<file path="config.mk">
export PLATFORM = sky130hd
export DESIGN_NAME = down_timer
export DESIGN_NICKNAME = d
export VERILOG_FILES = /design/src/shared/down_timer_pkg.sv /design/src/hdl/down_timer.sv
export SDC_FILE = /design/constraint.sdc
export NUM_CORES = 1
export LEC_CHECK = 0
export ABC_AREA = 1
export BUFFER_PORTS_ARGS = -buffer_cell sky130_fd_sc_hd__buf_2
export CAP_MARGIN = 20
export CELL_PAD_IN_SITES_DETAIL_PLACEMENT = 1
export CELL_PAD_IN_SITES_GLOBAL_PLACEMENT = 2
export CORE_ASPECT_RATIO = 1.25
export CORE_MARGIN = 2
export CORE_UTILIZATION = 26
export DETAILED_ROUTE_END_ITERATION = 8
export GPL_TIMING_DRIVEN = 0
export PLACE_DENSITY = 0.83
export SYNTH_ARGS = -nofsm -noshare
export SYNTH_HDL_FRONTEND = slang
export SYNTH_SLANG_ARGS = --single-unit
</file>
<file path="constraint.sdc">
create_clock -name ref_clk -period 2.7 [get_ports ref_clk]
set_clock_uncertainty 0.2 [all_clocks]
set_input_delay 0.54 -clock ref_clk [delete_from_list [all_inputs] [get_ports ref_clk]]
set_output_delay 0.54 -clock ref_clk [all_outputs]
set_load 0.01 [all_outputs]
</file>
<file path="src/shared/down_timer_pkg.sv">
// Constants and carrier types for the core's built-in down timer.
// Assumes one core clock domain; no software-visible bus.
package down_timer_pkg;
   localparam int COUNT_WIDTH = 32;
   localparam int DIVIDER_DEFAULT = 1;
   localparam int UNDERFLOW_BIT = 12;
   localparam int STATUS_WIDTH = 32;
   localparam logic [COUNT_WIDTH-1:0] COUNT_ZERO = 32'h0000_0000;
   localparam logic [COUNT_WIDTH-1:0] COUNT_ONE = 32'h0000_0001;

   typedef enum logic [0:0] {
      MODE_COUNT_DOWN = 1'b0,
      MODE_INTERRUPT = 1'b1
   } timer_mode_t;

   typedef enum logic [1:0] {
      ST_IDLE = 2'b00,
      ST_RUN = 2'b01,
      ST_EXPIRED = 2'b10
   } timer_state_t;

   // Software command: preload value, load strobe, start strobe, mode
   typedef struct packed {
      logic [COUNT_WIDTH-1:0] preload;
      logic load;
      logic start;
      timer_mode_t mode;
   } timer_cmd_t;
endpackage : down_timer_pkg

</file>
<file path="src/hdl/down_timer.sv">
// Built-in down timer of the processor core.
// Assumes load/start strobes come from core logic on ref_clk.
// What this block does
// - Two modes, count-down and interrupt, shared counting.
// - Preload by software, count only after start.
// - Decrement once every divider cycles while running.
// - Count-down mode holds at zero, never wraps.
// - Count-down underflow sets status word bit 12.
// - Interrupt mode raises interrupt on reaching zero.
`timescale 1ns/1ps
`default_nettype none
module down_timer #(
   parameter int count_clock_divider = down_timer_pkg::DIVIDER_DEFAULT
) (
   // Clock and reset
   input wire logic ref_clk,
   input wire logic nrst,
   // Software command
   input wire down_timer_pkg::timer_cmd_t cmd,
   // Status word flag clear (one-cycle pulse)
   input wire logic underflow_clear,
   // Timer state
   output logic [down_timer_pkg::COUNT_WIDTH-1:0] count,
   output logic running,
   output logic [down_timer_pkg::STATUS_WIDTH-1:0] processor_status_word,
   output logic timer_irq
);
   import down_timer_pkg::*;

   localparam int DIV_WIDTH = $clog2(count_clock_divider + 1);
   localparam logic [DIV_WIDTH-1:0] DIV_LAST =
      DIV_WIDTH'(count_clock_divider - 1);
   localparam logic [DIV_WIDTH-1:0] DIV_ZERO = '0;
   // Only the underflow bit of the status word is owned here
   localparam logic [STATUS_WIDTH-1:0] UNDERFLOW_MASK =
      STATUS_WIDTH'(1) << UNDERFLOW_BIT;

   // Divider of one or more only, refused at elaboration
   if (count_clock_divider < 1) begin : g_bad_divider
      $error("count_clock_divider must be at least one");
   end

   // Status word must be wide enough to hold the underflow bit
   if (UNDERFLOW_BIT >= STATUS_WIDTH) begin : g_bad_status
      $error("status word too narrow for the underflow bit");
   end

   timer_state_t state;
   timer_mode_t mode;
   logic [DIV_WIDTH-1:0] div_cnt;
   logic timer_underflow_flag;

   wire tick = (state == ST_RUN) && (div_cnt == DIV_LAST);
   wire reaching_zero = tick && (count == COUNT_ONE);
   wire start_zero = cmd.start && (count == COUNT_ZERO) && !cmd.load;
   wire hit_zero = reaching_zero || ((state == ST_RUN) && count == COUNT_ZERO);
   wire [DIV_WIDTH-1:0] next_div = tick ? DIV_ZERO : div_cnt + 1'b1;
   wire set_underflow = hit_zero && (mode == MODE_COUNT_DOWN);
   wire set_irq = hit_zero && (mode == MODE_INTERRUPT);

   // Next flag value, shared by the flag and the status word copy
   // Set wins over clear, so an underflow is never lost
   wire next_underflow = set_underflow ||
      (timer_underflow_flag && !underflow_clear);
   wire [STATUS_WIDTH-1:0] next_status =
      next_underflow ? UNDERFLOW_MASK : '0;

   // Running output: a load or a zero count ends the run
   wire next_running = (state == ST_RUN) && !hit_zero && !cmd.load;

   // Count value and load
   always_ff @(posedge ref_clk or negedge nrst) begin
      if (!nrst) begin
         count <= COUNT_ZERO;
         mode <= MODE_COUNT_DOWN;
      end else if (cmd.load) begin
         count <= cmd.preload;
         mode <= cmd.mode;
      end else if (tick && count != COUNT_ZERO) begin
         count <= count - COUNT_ONE;
      end
   end

   // Run state: idle until started, expired holds zero
   always_ff @(posedge ref_clk or negedge nrst) begin
      if (!nrst) begin
         state <= ST_IDLE;
         div_cnt <= DIV_ZERO;
      end else begin
         case (state)
            ST_IDLE, ST_EXPIRED: begin
               div_cnt <= DIV_ZERO;
               if (cmd.start && !cmd.load && !start_zero) begin
                  state <= ST_RUN;
               end else if (cmd.load) begin
                  state <= ST_IDLE;
               end
            end
            ST_RUN: begin
               div_cnt <= next_div;
               if (cmd.load) begin
                  state <= ST_IDLE;
               end else if (hit_zero) begin
                  state <= ST_EXPIRED;
               end
            end
            default: state <= ST_IDLE;
         endcase
      end
   end

   // Sticky underflow flag, set beats clear
   always_ff @(posedge ref_clk or negedge nrst) begin
      if (!nrst) begin
         timer_underflow_flag <= 1'b0;
      end else begin
         timer_underflow_flag <= next_underflow;
      end
   end

   // Registered outputs
   always_ff @(posedge ref_clk or negedge nrst) begin
      if (!nrst) begin
         timer_irq <= 1'b0;
         running <= 1'b0;
         processor_status_word <= '0;
      end else begin
         timer_irq <= set_irq;
         running <= next_running;
         processor_status_word <= next_status;
      end
   end
endmodule : down_timer
`default_nettype wire

</file>
==> results of run 1 <==
power breakdown:
part           leakage (nW)  switching [W]  internal [W]
Sequential            0.485       0.000139      0.000666
Clock                0.0868       0.000251      0.000460
Combinational          1.46       0.000439      0.000269
state kept, by name, indices dropped and copies added (netlist names):
register / count
div_cnt: 1
running: 1
processor_status_word: 1
state: 2
mode: 1
timer_irq: 1
count: 32
worst min-delay path by stage:
stage / to / depth (start not counted) / from / slack (ns)
2_1_floorplan: count[0] / 0 / nrst / 0.04
3_3_place_gp: div_cnt / 2 / div_cnt / 0.29
3_5_place_dp: div_cnt / 2 / div_cnt / 0.30
4_1_cts: count[25] / 1 / nrst / 0.24
5_1_grt: processor_status_word[12] / 2 / underflow_clear / 0.25
6_report: count[24] / 1 / nrst / 0.21
final cells by class:
class	count	area [um2]	share of cell area, %
Buffer	43	313	8.18
Clock buffer	6	139	3.63
Clock inverter	2	35.0	0.917
Inverter	33	124	3.24
Multi-Input combinational cell	372	1710	44.8
Sequential cell	39	976	25.5
Tap cell	135	169	4.42
Timing Repair Buffer	71	355	9.30
critical path: cells and delay by family (launching register included):
family / cells / cell delay (ns)
DFF: 1 / 0.41
adders and majority gates: 1 / 0.23
buffers and inverters: 2 / 0.29
and+or+nand+nor: 6 / 0.73
AOI/OAI and AO/OA: 1 / 0.32
routing by layer:
metal  vias to the layer above  global-route usage (%)
li1                       1582                       -
met5                         -                       0
met3                         7                    2.69
met4                         0                    4.11
met2                        76                    32.6
met1                      1512                    20.0
synthesized netlist by cell type:
master,instances,share of area [%]
or2_2,4,0.83
nor2_8,1,0.66
buf_6,3,1.1
o21ai_2,8,2.3
o21ai_4,1,0.54
nor3_1,3,0.50
o31ai_1,1,0.25
inv_1,33,4.1
xor2_1,2,0.58
nand2_1,166,21
o21ai_0,16,2.7
nor2_1,61,7.6
a21oi_1,1,0.17
buf_2,1,0.17
buf_4,34,8.5
nand3b_1,2,0.50
nor2_4,1,0.37
xnor2_1,10,2.9
o22ai_1,1,0.21
conb_1,1,0.12
a31oi_1,1,0.21
nand4_1,6,1.2
dfrtp_1,39,32
ha_1,2,0.83
nand2_2,2,0.42
nand3_1,40,6.6
nand2_4,2,0.75
clkbuf_1,5,0.62
nor2_2,10,2.1
layout by cell type, fill, tap and decap left out, drive strengths merged:
| cell type | Yosys | final |
|---|---|---|
| a31oi | 1 | 1 |
| nor2 | 73 | 73 |
| a21oi | 1 | 1 |
| ha | 2 | 2 |
| nor3 | 3 | 3 |
| o31ai | 1 | 1 |
| xnor2 | 10 | 10 |
| buf | 38 | 109 |
| nand4 | 6 | 6 |
| xor2 | 2 | 2 |
| nand3b | 2 | 2 |
| o21ai | 25 | 25 |
| clkbuf | 5 | 11 |
| or2 | 4 | 4 |
| dfrtp | 39 | 39 |
| nand3 | 40 | 40 |
| inv | 33 | 33 |
| o22ai | 1 | 1 |
| bufinv | 0 | 1 |
| conb | 1 | 31 |
| nand2 | 170 | 170 |
| clkinv | 0 | 1 |
cells by family after synthesis:
kind of cell / Yosys count
flip-flops: 39
XOR/XNOR: 12
adder cells (fa/ha/maj): 2
AO/OA/AOI/OAI: 29
AND/OR/NAND/NOR: 298
buffers and inverters: 76
other: 1
metrics by stage:
stage | cells | util [%] | worst slack, ns
2_1_floorplan | 487 | - | 0.725
3_3_place_gp | 693 | 32.6 | 0.417
3_5_place_dp | 693 | 32.6 | 0.397
4_1_cts | 701 | 34.2 | 0.369
5_1_grt | 701 | 34.2 | 0.212
6_report | 701 | 34.2 | 0.409
==> results.py, run 1 <==
metrics = {
    "floorplan": {
        "ios": 104,
        "core_area_mm2": 0.0112,
        "die_w_um": 100,
        "dieArea_mm2": 0.0125,
        "die_h_um": 124,
        "start_util_pct": 26.9,
        "row_count": 43,
    },
    "outcome": {
        "outcome": "finished, final reports clean",
    },
    "placed_design": {
        "io_buffers": 71,
        "dpl_cell_area_mm2": 0.00365,
        "place_congestion": 0.882,
        "hpwlAfterDp_um": 8330,
    },
    "power": {
        "total_power_w": 0.00222,
        "p_leak_nw": 2.04,
        "max-vdd-ir-drop_mv": 0.247,
        "power_per_cell_area_mw_per_mm2": 582,
    },
    "global_route": {
        "gr-usage-all-layers_pct": 17.3,
        "grt_max_degree": 40,
        "grt_pass1_wl_um": 16900,
        "grt-ovfl-total": 0,
        "antenna_found_initial": 0,
        "grt_pass1_vias": 3309,
    },
    "hold_path": {
        "hold_class": "in -> async",
    },
    "drt": {
        "top_layer": "met4",
        "routed-wl-met3_um": 409,
        "wl_met1_um": 4270,
        "drc_errors": 0,
        "viasPerCell": 4.53,
        "avgRoutedWirePerCell_um": 15.0,
        "postRouteAntennaNets": 0,
        "vias": 3177,
        "drtIter0Drc": 85,
        "firstDrtPassIters": 4,
        "wl_met2_um": 5710,
        "wl_um": 10500,
    },
    "final_layout": {
        "fin_nets": 605,
        "antenna_cells": 0,
        "area.growth.synth_to_final_pct": 26.9,
        "design_area_mm2": 0.00382,
        "fillers": 1493,
        "layout-drive-gt1-share_pct": 25.8,
    },
    "clock_network": {
        "cts-buffers-inserted": 5,
        "clkTransAtPathRegs_ns": 0.06,
        "clock_latency_ns": 0.29,
        "post_cts_resized": 0,
        "cts_max_level": 2,
        "post-cts-setup-buffers": 0,
        "holdBufCountCts": 0,
        "cts_root_buf": "clkbuf_16",
        "numClockSinks": 39,
        "cts_tree": "done",
        "clockBufferDepth": 2,
    },
    "sta": {
        "slew_headroom_pct": 35.5,
        "slew_violations": 0,
        "worst_pin_slew_ns": 0.967,
        "fin_crit_sh_pct": 84.9,
        "final.setup.tns_ns": 0,
        "fmax_ghz": 0.436,
        "hold_violations": 0,
        "setup_viol": 0,
        "hold_ws_ns": 0.206,
        "rsz0062_at_grt": "no",
        "fin_crit_ns": 2.29,
    },
    "yosys": {
        "ys_seq_area_share_pct": 32.4,
        "synth_compound_area_share_pct": 6.36,
        "syn_inst": 457,
        "synth-seq-cells": 39,
        "yosys.area_share.xor_xnor_pct": 3.49,
        "synth_top_family_by_area": "simple AND/OR/NAND/NOR gates",
        "ys_warn_count": 0,
        "synthAdderAreaFrac_pct": 0.831,
        "synthSimpleGateAreaFrac_pct": 42.3,
        "synth.avg_cell_area_um2": 6.59,
        "ys_types": 29,
        "muxShareOfSynthArea_pct": 0,
        "synth_area_mm2": 0.00301,
    },
    "setup_path": {
        "worstSetupPathType": "reg -> reg",
        "worst_path_max_delay_cell": "dfrtp_1",
        "reg2reg_slack_ns": 0.41,
        "cp.required_ns": 2.67,
        "ff2ff_path_depth": 10,
        "r2r-start": "count[0]",
        "crit_start": "count[0]",
        "crit_arrival_ns": 2.26,
        "timing.rr.end": "count[18]",
        "cp_max_fo": 10,
        "crit_chain": "inv_1, ha_1, nand2_2, nor2_8, nand2_4, o21ai_4, nor2_2, buf_6, nand2_1, nand3_1",
        "slowest_delay_ns": 0.41,
        "endpoint": "count[18]",
        "cp-start-kind": "flop",
        "end_kind": "flop",
    },
    "run": {
        "cap_violations": 0,
    },
}
Note: power is estimated with default switching activity, not from simulation.
==> run 2, diff against run 1 <==
--- a/config.mk
+++ b/config.mk
@@ -5,17 +5,17 @@
 export SDC_FILE = /design/constraint.sdc
 export NUM_CORES = 1
 export LEC_CHECK = 0
-export ABC_AREA = 1
+export ABC_AREA = 0
 export BUFFER_PORTS_ARGS = -buffer_cell sky130_fd_sc_hd__buf_2
 export CAP_MARGIN = 20
 export CELL_PAD_IN_SITES_DETAIL_PLACEMENT = 1
 export CELL_PAD_IN_SITES_GLOBAL_PLACEMENT = 2
 export CORE_ASPECT_RATIO = 1.25
 export CORE_MARGIN = 2
-export CORE_UTILIZATION = 26
+export CORE_UTILIZATION = 25
 export DETAILED_ROUTE_END_ITERATION = 8
 export GPL_TIMING_DRIVEN = 0
-export PLACE_DENSITY = 0.83
+export PLACE_DENSITY = 0.8
 export SYNTH_ARGS = -nofsm -noshare
 export SYNTH_HDL_FRONTEND = slang
 export SYNTH_SLANG_ARGS = --single-unit
==> constraint.sdc (replaced) <==
create_clock -name ref_clk -period 1.95 [get_ports ref_clk]
set_clock_uncertainty 0.2 [all_clocks]
set_input_delay 0.39 -clock ref_clk [delete_from_list [all_inputs] [get_ports ref_clk]]
set_output_delay 0.39 -clock ref_clk [all_outputs]
set_load 0.01 [all_outputs]
==> results.py, run 2 <==
metrics = {
    "placed_design": {
        "io_buffers": 72,
        "dp.cells": 536,
        "place_congestion": 0.779,
        "hpwlAfterDp_um": 6610,
        "dpl_cell_area_mm2": 0.00332,
    },
    "final_layout": {
        "regMostFlops": "count",
        "area.growth.synth_to_final_pct": 60.5,
        "final_common_cell": "buf_2",
        "layout.cells.non_filler": 586,
        "antenna_cells": 0,
        "fin_nets": 496,
        "design_area_mm2": 0.00422,
        "final_util_pct": 41.6,
        "layout-drive-gt1-share_pct": 52.5,
        "final_cell_mix": "buf_2, buf_4, conb_1",
        "reg_top3": "count: 32 flops, state: 2 flops",
        "largest_reg_flops": 32,
    },
    "clock_network": {
        "cts_tree": "done",
        "cts_max_level": 2,
        "numClockSinks": 39,
        "cts_root_buf": "clkbuf_16",
        "clockBufferDepth": 2,
        "cts-buffers-inserted": 5,
        "clock_latency_ns": 0.29,
        "clkTransAtPathRegs_ns": 0.06,
    },
    "yosys": {
        "ys_warn_count": 0,
        "ys_types": 51,
        "synth_area_mm2": 0.00263,
        "syn_inst": 305,
        "synth-edff-count": 0,
        "synthArstFlopShare_pct": 100,
        "synth_commonest_cells": "dfrtp_1, buf_4, nand2_1",
        "yosys-top-cells-area": "dfrtp_1, buf_4, or4_1, nand3_1, nand2_1",
        "synth-main-ff-cell": "dfrtp_1",
        "ys_seq_area_share_pct": 37.1,
        "yosysTopAreaCellShare_pct": 37.1,
        "synth-seq-cells": 39,
        "yosysMostFrequentCell": "dfrtp_1",
        "synth.avg_cell_area_um2": 8.63,
        "yosys.area.top_type": "dfrtp_1",
    },
    "sta": {
        "setup_viol": 37,
        "hold_violations": 0,
        "setup_slack_ns": -0.619,
        "fin_crit_ns": 2.57,
        "fmax_ghz": 0.389,
        "slew_headroom_pct": 34.8,
        "worst_pin_slew_ns": 0.978,
        "rsz0062_at_grt": "yes",
        "slew_violations": 0,
        "fin_crit_sh_pct": 132,
    },
    "drt": {
        "postRouteAntennaNets": 0,
        "firstDrtPassIters": 4,
        "viasPerCell": 4.95,
        "drc_errors": 0,
        "wl_um": 10200,
        "avgRoutedWirePerCell_um": 17.4,
        "drtIter0Drc": 98,
        "vias": 2901,
    },
    "global_route": {
        "antenna_found_initial": 0,
        "gr-usage-all-layers_pct": 18.5,
        "grt_pass1_wl_um": 16100,
        "grt-ovfl-total": 0,
        "grt_pass1_vias": 3071,
        "grt_max_degree": 40,
    },
    "floorplan": {
        "row_count": 41,
        "dieArea_mm2": 0.0114,
        "die_w_um": 95.8,
        "start_util_pct": 25.9,
        "ios": 104,
        "core_area_mm2": 0.0102,
        "die_h_um": 119,
    },
    "setup_path": {
        "crit_arrival_ns": 2.58,
        "cp-start-kind": "flop",
        "end_kind": "flop",
        "cp_max_fo": 6,
        "crit_start": "count[12]",
        "cp.required_ns": 1.96,
        "worstSetupPathType": "reg -> reg",
        "r2r-start": "count[12]",
    },
    "run": {
        "cap_violations": 0,
    },
    "power": {
        "max-vdd-ir-drop_mv": 0.395,
        "power_per_cell_area_mw_per_mm2": 621,
        "p_leak_nw": 1.92,
    },
    "outcome": {
        "violations": "setup timing",
        "outcome": "finished, violations left",
    },
    "hold_path": {
        "hold_class": "in -> async",
    },
}
==> run 2: layer usage <==
| layer | share of wire (%) | vias to the layer above | routed length (um) | global-route usage, % |
|---|---|---|---|---|
| li1 | - | 1377 | - | - |
| met1 | 39 | 1434 | 4020 | 21.4 |
| met2 | 54 | 82 | 5480 | 32.6 |
| met3 | 5.5 | 8 | 559 | 4.14 |
| met4 | 1.5 | 0 | 149 | 6.52 |
| met5 | 0 | - | 0 | 0 |
==> run 2: logic make-up (layout without fill, tap and decap cells) <==
family,Yosys count,in the layout,synth area share (%)
buffers and inverters,55,177,12.4
AO/OA/AOI/OAI,58,58,15.6
multiplexers,1,1,0.428
AND/OR/NAND/NOR,145,145,32.0
other,1,31,0.143
XOR/XNOR,4,4,1.33
flip-flops,39,39,37.1
adder cells (fa/ha/maj),2,2,0.951
==> run 2: power breakdown <==
group / internal [W] / switching [W] / total (W)
clock network: 0.000545 / 0.000343 / 0.000888
logic: 0.000347 / 0.000389 / 0.000736
registers: 0.000886 / 0.000114 / 0.000999
total: 0.00178 / 0.000846 / 0.00262
==> run 2: through the flow <==
step	hold slack (ns)	total power (W)	setup slack [ns]	TNS, ns
floorplan	-0.106	0.00131	-0.667	-15.30
global placement	0.261	0.00153	-0.924	-26.49
detailed placement	0.278	0.00155	-0.930	-27.28
CTS	0.0965	0.00259	-0.589	-14.99
global route	0.114	0.00276	-0.696	-19.72
finish	0.0572	0.00262	-0.619	-16.80
==> run 2: path summary, 6_finish.rpt <==
path | end | slack (ns) | depth (start not counted)
max | count[27] | -0.62 | 5
min | count[3] | 0.06 | 1
max reg2reg | count[27] | -0.62 | 5
min reg2reg | timer_irq | 0.29 | 1
max in group asynchronous | count[0] | 0.82 | 1
min in group ref_clk | count[19] | 0.11 | 3
==> run 2: critical path, cell delays in order (launching register included) <==
cell and delay [ns]:
dfrtp_1 0.42, or4_1 0.52, or3_4 0.36, or3_4 0.38
or4_1 0.42, a31oi_1 0.19
==> run 2: timing repair <==
item                       4_1_cts  5_1_grt
setup buffers                   34       10
setup endpoints to repair       38       38
gates cloned                     1        0
resized for setup               69       36
hold buffers                     0        0
pin swaps                       25       28
==> run 2: final cells by class <==
cell class / instances / area (um2)
tap: 129 / 161
fill: 1196 / 5930
inverter: 11 / 41.3
sequential: 39 / 988
timing repair buffer: 116 / 747
buffer: 42 / 305
clock buffer: 8 / 156
multi-input combinational: 241 / 1820
